[src/core/ppc_pkg.sv]
// package for the per-port transceiver control register bank
package ppc_pkg;
    localparam int ADDR_W = 8;
    localparam int DATA_W = 8;
    localparam int NUM_PORTS = 2;
    // register byte offsets per port
    localparam logic [7:0] P1_FAULT_LOW_OFS = 8'h1B;
    localparam logic [7:0] P1_NEG_CTRL_OFS = 8'h1C;
    localparam logic [7:0] P1_FUNC_CTRL_OFS = 8'h1D;
    localparam logic [7:0] P2_FAULT_LOW_OFS = 8'h2B;
    localparam logic [7:0] P2_NEG_CTRL_OFS = 8'h2C;
    localparam logic [7:0] P2_FUNC_CTRL_OFS = 8'h2D;
    // negotiation control fields
    localparam int NEG_AN_EN_BIT = 7;
    localparam int NEG_SPEED_BIT = 6;
    localparam int NEG_DUPLEX_BIT = 5;
    localparam logic [4:0] NEG_ADV_RESET = 5'h1F;
    // function control fields
    localparam int FN_LED_OFF_BIT = 7;
    localparam int FN_TX_DIS_BIT = 6;
    localparam int FN_RESTART_AN_BIT = 5;
    localparam int FN_FEF_DIS_BIT = 4;
    localparam int FN_POWER_DOWN_BIT = 3;
    localparam int FN_XOVER_DIS_BIT = 2;
    localparam int FN_FORCE_MDI_BIT = 1;
    localparam int FN_LOOPBACK_BIT = 0;
    localparam logic [7:0] FN_CTRL_RESET = 8'h00;
    localparam logic [7:0] FAULT_LOW_RESET = 8'h00;
    // cable fault distance step in millimetres per count
    localparam int FAULT_STEP_MM = 400;
endpackage : ppc_pkg

[src/core/ppc_port_ctrl.sv]
// one port's control registers and decoded controls
`timescale 1ns/1ns
`default_nettype none
module ppc_port_ctrl (
    input wire logic clock,
    input wire logic resetn,
    input wire logic neg_strap,
    input wire logic speed_strap,
    input wire logic duplex_strap,
    input wire logic neg_wr,
    input wire logic func_wr,
    input wire logic [7:0] wdata,
    input wire logic an_failed,
    input wire logic led_one_in,
    input wire logic led_zero_in,
    output logic [7:0] neg_ctrl,
    output logic [7:0] func_ctrl,
    output logic an_enable,
    output logic speed_100,
    output logic full_duplex,
    output logic [3:0] advertise,
    output logic advertise_pause,
    output logic port_led_one,
    output logic port_led_zero,
    output logic tx_disable,
    output logic restart_an,
    output logic fef_enable,
    output logic power_down,
    output logic auto_xover,
    output logic tx_on_receive_pair,
    output logic loopback
);
    logic [7:0] neg_r;
    logic [7:0] neg_nxt;
    logic [7:0] func_r;
    logic [7:0] func_nxt;

    // ************************
    // register update
    // ************************
    always_comb begin
        neg_nxt = neg_r;
        func_nxt = func_r;
        if (!resetn) begin
            // strap levels captured by the clocked reset, never async
            neg_nxt = {neg_strap, speed_strap, duplex_strap, ppc_pkg::NEG_ADV_RESET};
            func_nxt = ppc_pkg::FN_CTRL_RESET;
        end else begin
            if (neg_wr) begin
                neg_nxt = wdata;
            end
            if (func_wr) begin
                func_nxt = wdata;
            end
        end
    end

    always_ff @(posedge clock) begin
        neg_r <= neg_nxt;
        func_r <= func_nxt;
    end

    // ************************
    // decoded controls
    // ************************
    assign neg_ctrl = neg_r;
    assign func_ctrl = func_r;
    assign an_enable = neg_r[ppc_pkg::NEG_AN_EN_BIT];
    // forced speed only matters while negotiation is off
    assign speed_100 = neg_r[ppc_pkg::NEG_SPEED_BIT];
    // duplex bit also covers a failed negotiation
    assign full_duplex = neg_r[ppc_pkg::NEG_DUPLEX_BIT] & (~an_enable | an_failed);
    assign advertise_pause = neg_r[4];
    assign advertise = neg_r[3:0];
    assign port_led_one = func_r[ppc_pkg::FN_LED_OFF_BIT] ? 1'b1 : led_one_in;
    assign port_led_zero = func_r[ppc_pkg::FN_LED_OFF_BIT] ? 1'b1 : led_zero_in;
    assign tx_disable = func_r[ppc_pkg::FN_TX_DIS_BIT];
    assign restart_an = func_r[ppc_pkg::FN_RESTART_AN_BIT];
    assign power_down = func_r[ppc_pkg::FN_POWER_DOWN_BIT];
    assign fef_enable = ~func_r[ppc_pkg::FN_FEF_DIS_BIT];
    assign auto_xover = ~func_r[ppc_pkg::FN_XOVER_DIS_BIT];
    assign tx_on_receive_pair = func_r[ppc_pkg::FN_FORCE_MDI_BIT];
    assign loopback = func_r[ppc_pkg::FN_LOOPBACK_BIT];
endmodule : ppc_port_ctrl
`default_nettype wire

[src/core/ppc_top.sv]
// control register bank for the two transceiver ports
`timescale 1ns/1ns
`default_nettype none
// How it works
// - read-only low eight bits of cable fault count per port, reset zero
// - ninth fault count bit comes from bit 8 of each port's fault_count_in field
// - negotiation enable bit 7 set autonegotiates, clear uses forced bits
// - forced speed bit 6: one gives 100 Mb/s, zero gives 10
// - duplex bit 5 full/half when negotiation off or failed
// - negotiation, speed, duplex reset values from per-port straps at reset
// - bits 4..0 advertise pause and four speed modes, reset to one
// - LED off bit 7 drives both port LED pins high
// - bit 6 transmitter off, bit 5 restart negotiation, bit 3 power down
// - bit 4 disables far-end fault detection and pattern transmission
// - bit 2 disables automatic crossover selection
// - forced crossover: bit 1 one transmits on receive pair, else transmit pair
// - loopback on one port sets that same port's own bit of loop_source_port
// - function control register resets to zero, normal operation
module ppc_top #(
    parameter int NUM_PORTS = ppc_pkg::NUM_PORTS
) (
    input wire logic clock,
    input wire logic resetn,
    input wire logic [7:0] reg_addr,
    input wire logic [7:0] reg_wdata,
    input wire logic reg_write,
    input wire logic reg_read,
    output logic [7:0] reg_rdata,
    input wire logic port1_negotiation_strap,
    input wire logic port1_speed_strap,
    input wire logic port1_duplex_strap,
    input wire logic port2_negotiation_strap,
    input wire logic port2_speed_strap,
    input wire logic port2_duplex_strap,
    input wire logic [17:0] fault_count_in,
    input wire logic [1:0] fault_count_valid,
    input wire logic [1:0] an_failed,
    input wire logic [1:0] led_one_in,
    input wire logic [1:0] led_zero_in,
    output logic [1:0] fault_count_high,
    output logic [1:0] an_enable,
    output logic [1:0] speed_100,
    output logic [1:0] full_duplex,
    output logic [7:0] advertise,
    output logic [1:0] advertise_pause,
    output logic [1:0] port_led_one,
    output logic [1:0] port_led_zero,
    output logic [1:0] tx_disable,
    output logic [1:0] restart_an,
    output logic [1:0] fef_enable,
    output logic [1:0] power_down,
    output logic [1:0] auto_xover,
    output logic [1:0] tx_on_receive_pair,
    output logic [1:0] loopback,
    output logic [1:0] loop_source_port
);
    // ************************
    // address decode
    // ************************
    function automatic logic [2:0] ppc_decode(input logic [7:0] addr, input int port);
        logic [7:0] base;
        base = (port == 0) ? ppc_pkg::P1_FAULT_LOW_OFS : ppc_pkg::P2_FAULT_LOW_OFS;
        ppc_decode = {addr == base + 8'h02, addr == base + 8'h01, addr == base};
    endfunction : ppc_decode

    logic [7:0] fault_low_r [2];
    logic [7:0] fault_low_nxt [2];
    logic [1:0] fault_high_r;
    logic [1:0] fault_high_nxt;
    logic [7:0] neg_ctrl [2];
    logic [7:0] func_ctrl [2];
    logic [7:0] rdata_r;
    logic [7:0] rdata_nxt;
    logic [1:0] strap_neg;
    logic [1:0] strap_spd;
    logic [1:0] strap_dpx;

    assign strap_neg = {port2_negotiation_strap, port1_negotiation_strap};
    assign strap_spd = {port2_speed_strap, port1_speed_strap};
    assign strap_dpx = {port2_duplex_strap, port1_duplex_strap};

    // ************************
    // per-port control
    // ************************
    genvar gi;
    generate
        for (gi = 0; gi < NUM_PORTS; gi++) begin : g_port
            logic [2:0] hit;
            assign hit = ppc_decode(reg_addr, gi);
            ppc_port_ctrl u_port (
                .clock(clock),
                .resetn(resetn),
                .neg_strap(strap_neg[gi]),
                .speed_strap(strap_spd[gi]),
                .duplex_strap(strap_dpx[gi]),
                .neg_wr(reg_write & hit[1]),
                .func_wr(reg_write & hit[2]),
                .wdata(reg_wdata),
                .an_failed(an_failed[gi]),
                .led_one_in(led_one_in[gi]),
                .led_zero_in(led_zero_in[gi]),
                .neg_ctrl(neg_ctrl[gi]),
                .func_ctrl(func_ctrl[gi]),
                .an_enable(an_enable[gi]),
                .speed_100(speed_100[gi]),
                .full_duplex(full_duplex[gi]),
                .advertise(advertise[gi*4 +: 4]),
                .advertise_pause(advertise_pause[gi]),
                .port_led_one(port_led_one[gi]),
                .port_led_zero(port_led_zero[gi]),
                .tx_disable(tx_disable[gi]),
                .restart_an(restart_an[gi]),
                .fef_enable(fef_enable[gi]),
                .power_down(power_down[gi]),
                .auto_xover(auto_xover[gi]),
                .tx_on_receive_pair(tx_on_receive_pair[gi]),
                .loopback(loopback[gi])
            );
            // loopback on this port sets this same port's bit of loop_source_port
            assign loop_source_port[gi] = loopback[gi];
        end
    endgenerate

    // ************************
    // fault count capture
    // ************************
    always_comb begin
        for (int i = 0; i < NUM_PORTS; i++) begin
            fault_low_nxt[i] = fault_low_r[i];
            fault_high_nxt[i] = fault_high_r[i];
            if (!resetn) begin
                fault_low_nxt[i] = ppc_pkg::FAULT_LOW_RESET;
                fault_high_nxt[i] = 1'b0;
            end else if (fault_count_valid[i]) begin
                // distance is about 0.4 m per count of the nine-bit value
                fault_low_nxt[i] = fault_count_in[i*9 +: 8];
                fault_high_nxt[i] = fault_count_in[i*9 + 8];
            end
        end
    end

    always_ff @(posedge clock) begin
        fault_low_r <= fault_low_nxt;
        fault_high_r <= fault_high_nxt;
    end

    assign fault_count_high = fault_high_r;

    // ************************
    // read path
    // ************************
    // registered read data; unmapped offsets return zero
    always_comb begin
        logic [2:0] h0;
        logic [2:0] h1;
        h0 = ppc_decode(reg_addr, 0);
        h1 = ppc_decode(reg_addr, 1);
        rdata_nxt = rdata_r;
        if (!resetn) begin
            rdata_nxt = 8'h00;
        end else if (reg_read) begin
            rdata_nxt = 8'h00;
            if (h0[0]) rdata_nxt = fault_low_r[0];
            if (h0[1]) rdata_nxt = neg_ctrl[0];
            if (h0[2]) rdata_nxt = func_ctrl[0];
            if (h1[0]) rdata_nxt = fault_low_r[1];
            if (h1[1]) rdata_nxt = neg_ctrl[1];
            if (h1[2]) rdata_nxt = func_ctrl[1];
        end
    end

    always_ff @(posedge clock) begin
        rdata_r <= rdata_nxt;
    end

    assign reg_rdata = rdata_r;
endmodule : ppc_top
`default_nettype wire

[config.mk]
export PLATFORM = sky130hd
export DESIGN_NAME = ppc_top
export DESIGN_NICKNAME = d
export VERILOG_FILES = /design/src/core/ppc_pkg.sv /design/src/core/ppc_port_ctrl.sv /design/src/core/ppc_top.sv
export SDC_FILE = /design/constraint.sdc
export NUM_CORES = 1
export LEC_CHECK = 0
export BUFFER_PORTS_ARGS = -buffer_cell sky130_fd_sc_hd__buf_2
export CORE_MARGIN = 2
export CORE_UTILIZATION = 49
export DETAILED_ROUTE_END_ITERATION = 12
export PLACE_DENSITY = 0.8
export SETUP_SLACK_MARGIN = 0.3
export SYNTH_ARGS = -nofsm -noshare
export SYNTH_HDL_FRONTEND = slang
export SYNTH_SLANG_ARGS = --single-unit
[constraint.sdc]
create_clock -name clock -period 3 [get_ports clock]
set_input_delay 0.15 -clock clock [delete_from_list [all_inputs] [get_ports clock]]
set_output_delay 0.15 -clock clock [all_outputs]
set_load 0.05 [all_outputs]
==> reports/qor.txt, run 1 <==
Status = completed
I/O Pins = 98
Worst-path cell chain = buf_2 > and3b_1 > o2bb2ai_1 > a22oi_1 > o31ai_1
Die W = 82.77 um
Root Driver = clkbuf_8
# hold bufs at CTS = 0
Most frequent cells in the layout = buf_2, mux2i_1, dfxtp_1, nor2b_1, nand2_1
Final hold viol count = 0
Mean post-synth cell area = 9.808 sq um
DRT antenna net count = 0
Crit. End Element = register
Area growth syn-to-layout = 13.95%
RSZ-0062 raised after global routing = no
Worst path required time = 3.24 ns
Setup TNS Final = 0 ns
HPWL after DPL = 5245 um
First-pass GRT wire length = 10760 um
DRC viols = 0
Post-synthesis cell type count = 27
FF-to-FF Start = g_port[0].u_port.neg_ctrl[7]
Post-synthesis register bit count = 58
Final Skew = 0.008213 ns
Max-cap violations = 0
Via density = 5.254
Syn Inst Count = 310
Clk slew on worst S/H paths = 0.06 ns
Pleak = 1.641 nW
Final Setup Violations = 0
Post-Syn Area = 0.003040 sq mm
Antenna diodes = 0
CP arrival = 1.80 ns
Crit-path leading delay family = simple AND/OR/NAND/NOR gates
Drt wl/cell = 15.82 um
Num CTS Buffers = 9
CTS tree = done
Min Tclk post-route = 1.562 ns
Pwr/cell area = 489.3 mW/mm^2
Sequential cell area = 0.001221 sq mm
Worst Setup SP = reg_addr[0]
Initial DRC count = 202
Drt pass-1 iters = 4
Fin worst setup slack = 1.438 ns
Normalized max-slew margin = 60.71%
Die Y = 82.77 um
Vias = 2338
Remaining Overflow, GRT = 0
Slew Viols, Final = 0
Slew @ Worst Pin = 0.5893 ns
Worst VDD drop = 0.0002733 V
Tot GR Track Use = 21.39%
Net count after synthesis = 362
Min-Delay Path Class = input pin to register
Crit path max fanout = 23
Final nets = 417
IO Port Bufs = 97
Crit path launch type = input pin
Highest Clock Rate = 0.6400 GHz
# fillers = 539
Core area = 0.005956 sq mm
Largest net degree at the start of global routing = 37
Routability cong. = 0.8894
Post-Place Cell Area = 0.003276 sq mm
Fin crit share = 52.08%
Total number of H-tree levels = 3
Die area = 0.006851 sq mm
Crit Path Class = input pin to register
CP max stage cell = and3b_1
Worst-Skew Late Latency = 0.34 ns
Final WL = 7039 um
Area of the multi-input gates = 0.001423 sq mm
Min-delay src = fault_count_in[5]
Antenna violations before repair = 0
Post-synthesis sequential area ratio = 40.16%
Deepest clock path buffer count = 2
# Post-CTS Setup Buffers = 0
Row cnt = 28
Final instance area = 0.003465 sq mm
Share of cells above drive strength 1 = 33.51%
Setup Slack @ Placement = 1.153 ns
Vias in the first global route = 2154
Initial Utilization = 51.05%
Critical path buffers and inverters = 1
CP peak stage delay = 0.61 ns
Clk sinks = 58
Post_cts resized = 0
Commonest non-fill, non-tap cell in the layout = buf_2
Yosys Warn Count = 0
flip-flops by register name, summed over array words and instances (netlist names):
signal / cells
fault_low_r: 16
g_port.u_port.func_ctrl: 16
g_port.u_port.neg_ctrl: 16
reg_rdata: 8
fault_count_high: 2
area by class of cell:
class	count	area share, %
well taps	75	2.709
clock inverters	4	0.6862
repair buffers	98	14.23
multi-input cells	186	41.06
clock buffers	12	4.767
inverters	12	1.300
flip-flops and latches	58	35.25
stage by stage:
stage / hold WS (ns) / power (mW) / cells / util (%)
after global placement: 0.4046 / 1.034 / 429 / 55.00
final: 0.07237 / 1.695 / 445 / 58.17
after CTS: 0.06364 / 1.709 / 445 / 58.17
after floorplan: 0.2785 / 0.9799 / 310 / -
after global routing: 0.07128 / 1.760 / 445 / 58.17
after detailed placement: 0.4147 / 1.038 / 429 / 55.00
path summary, 6_finish.rpt:
path / end / slack (ns) / cells past startpoint
worst max-delay path: reg_rdata[7] / 1.44 / 5
worst min-delay path: fault_low_r[13] / 0.07 / 3
worst max register to register: reg_rdata[7] / 1.90 / 4
worst min register to register: reg_rdata[0] / 0.49 / 2
worst min-delay path, cell delays in order:
cell     delay (ns)
buf_2          0.07
mux2i_1        0.05
nor2b_1        0.09
logic make-up (layout without fill, tap and decap cells):
kind of cell | after synthesis | in the layout | synth area share [%]
compound gates | 40 | 40 | 10.29
buf+inv | 66 | 126 | 13.04
flops | 58 | 58 | 40.16
mux | 52 | 52 | 17.12
simple gates | 94 | 94 | 19.38
layer usage:
metal	share of wire (%)	global-route usage (%)
met2	46	31.77
met4	2.1	9.508
met3	6.6	5.195
met5	0	0
met1	45	29.43
Yosys cell counts:
master | number | share of area, %
inv_1 | 12 | 1.5
nand4_2 | 2 | 0.82
a22oi_1 | 8 | 2.0
buf_1 | 1 | 0.12
o31ai_1 | 8 | 2.0
nor3b_4 | 2 | 1.2
o22ai_1 | 6 | 1.2
nand3b_1 | 8 | 2.0
buf_4 | 38 | 9.4
and2_1 | 2 | 0.41
nor2b_1 | 34 | 7.0
or2_2 | 4 | 0.82
and3b_1 | 2 | 0.58
dfxtp_1 | 52 | 34
clkbuf_2 | 1 | 0.16
nand2b_1 | 1 | 0.21
nor4b_4 | 2 | 1.6
nand4b_1 | 1 | 0.29
edfxtp_1 | 6 | 5.9
buf_2 | 4 | 0.66
nor2_1 | 17 | 2.1
clkbuf_1 | 10 | 1.2
nand3_1 | 1 | 0.16
nand2_1 | 18 | 2.2
a21boi_0 | 2 | 0.49
mux2i_1 | 52 | 17
o2bb2ai_1 | 16 | 4.6
where the power goes:
group	internal (mW)	switching (mW)	total (mW)	leakage, nW
Clock	0.365	0.309	0.674	0.0987
Combinational	0.0767	0.123	0.200	1.06
Sequential	0.806	0.0157	0.821	0.481
No activity file was read; power rests on OpenSTA's default activity.
==> inputs of run 2 (changes only) <==
--- a/config.mk
+++ b/config.mk
@@ -5,11 +5,12 @@
 export SDC_FILE = /design/constraint.sdc
 export NUM_CORES = 1
 export LEC_CHECK = 0
+export ABC_AREA = 1
 export BUFFER_PORTS_ARGS = -buffer_cell sky130_fd_sc_hd__buf_2
 export CORE_MARGIN = 2
-export CORE_UTILIZATION = 49
+export CORE_UTILIZATION = 46
 export DETAILED_ROUTE_END_ITERATION = 12
-export PLACE_DENSITY = 0.8
+export PLACE_DENSITY = 0.79
 export SETUP_SLACK_MARGIN = 0.3
 export SYNTH_ARGS = -nofsm -noshare
 export SYNTH_HDL_FRONTEND = slang
==> constraint.sdc (replaced) <==
create_clock -name clock -period 1.25 [get_ports clock]
set_input_delay 0.0625 -clock clock [delete_from_list [all_inputs] [get_ports clock]]
set_output_delay 0.0625 -clock clock [all_outputs]
set_load 0.05 [all_outputs]
==> reports/qor.txt, run 2 <==
Total number of H-tree levels = 3
Post-Syn Area = 0.003015 sq mm
Root Driver = clkbuf_8
Logic pwr share = 15.2%
R2r setup slk = 0.20 ns
Synth Flop Type = dfxtp_1
Post-synthesis register bit count = 58
Die Y = 84.97 um
Min Tclk post-route = 1.175 ns
WL met3 = 611 um
HPWL after DPL = 5858 um
Largest net degree at the start of global routing = 31
RSZ-0062 raised after global routing = yes
Net count after synthesis = 455
Clk slew on worst S/H paths = 0.07 ns
Max-cap violations = 0
Row cnt = 29
FFs w/ async S/R, synth = 0%
Slew @ Worst Pin = 0.4423 ns
Status = finished, violations left
Die area = 0.007219 sq mm
Pwr/cell area = 1001 mW/mm^2
Yosys Warn Count = 0
Normalized max-slew margin = 70.47%
Worst VDD drop = 0.0006652 V
DRC viols = 0
Worst path required time = 1.19 ns
Psw = 1.179 mW
Highest Clock Rate = 0.8510 GHz
Syn Inst Count = 403
Worst-Skew Late Latency = 0.35 ns
Initial Utilization = 47.49%
WHS = -0.001759 ns
Routability cong. = 0.8986
Via density = 5.427
CP arrival = 1.11 ns
Max layer used = met4
Core area = 0.006350 sq mm
I/O Pins = 98
Crit path max fanout = 2
Fin crit share = 94.00%
Mean post-synth cell area = 7.482 sq um
Synth cell count leaders = dfxtp_1, nand2_1, nor2_1, o21ai_0, buf_4
Setup TNS Final = 0 ns
Crit Path Class = register to output pin
Switch share = 26.74%
Post-synth EDFFs = 6
Synth area leader = dfxtp_1
Post-synth top area share = 34.52%
Crit. End Element = output pin
Final WL = 9220 um
Worst Setup SP = g_port[0].u_port.neg_ctrl[7]
Die W = 84.97 um
Top cells by area, synth = dfxtp_1, buf_4, o21ai_0
Crit path launch type = register
Final design utilization = 69.38%
Commonest non-fill, non-tap cell in the layout = buf_2
CTS tree = done
Post-synthesis sequential area ratio = 40.50%
Clock Power Share = 40.3%
Share of cells above drive strength 1 = 44.40%
Slew Viols, Final = 0
Drt pass-1 iters = 7
Antenna violations before repair = 0
Tot GR Track Use = 24.42%
Antenna diodes = 0
Deepest clock path buffer count = 2
FF-to-FF Start = g_port[0].u_port.neg_ctrl[7]
Final Skew = 0.01130 ns
DRT antenna net count = 0
Final Setup Violations = 0
Remaining Overflow, GRT = 0
Pleak = 2.034 nW
Failing checks = hold timing
Min-Delay Path Class = input pin to register
Clk sinks = 58
Most frequent cells in the layout = buf_2, nand2_1, nor2_1, o21ai_0, a21oi_1
# fillers = 439
Vias in the first global route = 3034
Min-delay src = fault_count_in[3]
Post-synthesis cell type count = 27
Drt wl/cell = 15.73 um
Final hold viol count = 1
First-pass GRT wire length = 13950 um
Area growth syn-to-layout = 46.10%
Cell Int Power = 3.230 mW
IO Port Bufs = 97
Initial DRC count = 236
Final nets = 556
Vias = 3180
Num CTS Buffers = 9
Reg power frac = 44.5%
Met2 routed WL = 4744 um
Met1 WL = 3574 um
run 2: path summary, 6_finish.rpt:
path	cells past startpoint	to
worst max-delay path	2	full_duplex[0]
worst min-delay path	3	fault_low_r[11]
worst max register to register	5	reg_rdata[7]
worst min register to register	2	reg_rdata[1]
run 2: cell type report:
type | count | area, sq um | share of cell area (%)
clock buffers | 14 | 162.7 | 3.692
clock inverters | 2 | 35.03 | 0.7952
inverters | 41 | 209.0 | 4.743
multi-input cells | 255 | 1428 | 32.41
flip-flops and latches | 58 | 1276 | 28.97
well taps | 77 | 96.34 | 2.187
repair buffers | 139 | 1199 | 27.21
run 2: logic make-up (layout without fill, tap and decap cells):
logic type             after synthesis  count (layout)  synth area share, %
AND/OR/NAND/NOR                    160             161                26.60
flip-flops                          58              58                40.50
AO/OA/AOI/OAI                       94              94                16.18
buffers and inverters               91             196                16.72
run 2: metal layers:
metal  track usage (%)  vias to the layer above
li1                  -                     1492
met1             28.28                     1504
met2             42.76                      157
met3             4.961                       27
met4             11.98                        0
met5                 0                        -
run 2: through the flow:
step | power, mW | std cells | setup WS, ns | hold WS (ns) | area (sq um)
floorplan | 2.375 | 403 | 0.2804 | 0.1757 | 3110
global placement | 2.531 | 541 | 0.04052 | 0.2864 | 3461
detailed placement | 2.541 | 541 | 0.001770 | 0.2982 | 3461
CTS | 4.353 | 577 | 0.05562 | 0.0001660 | 4175
global route | 4.554 | 586 | 0.004801 | 0.01261 | 4405
finish | 4.410 | 586 | 0.07497 | -0.001759 | 4405
run 2: worst max-delay path: stages (launching register included):
cell	delay, ns
edfxtp_1	0.41
a21boi_1	0.14
buf_4	0.21
run 2: what timing repair did:
action,in CTS,in global routing
pin swaps,18,21
endpoints found under the hold margin,16,0
hold buffers,15,0
buffers inserted,5,8
gates cloned,0,1
resized for setup,128,57
setup endpoints to repair,51,54
run 2: power groups by stage:
stage          Clock (mW)  Combinational (mW)  Sequential [mW]
6_report             1.78               0.670             1.96
5_1_grt              1.87               0.719             1.97
4_1_cts              1.75               0.630             1.97
3_5_place_dp            0               0.534             2.01
3_3_place_gp            0               0.525             2.01
2_1_floorplan           0               0.355             2.02
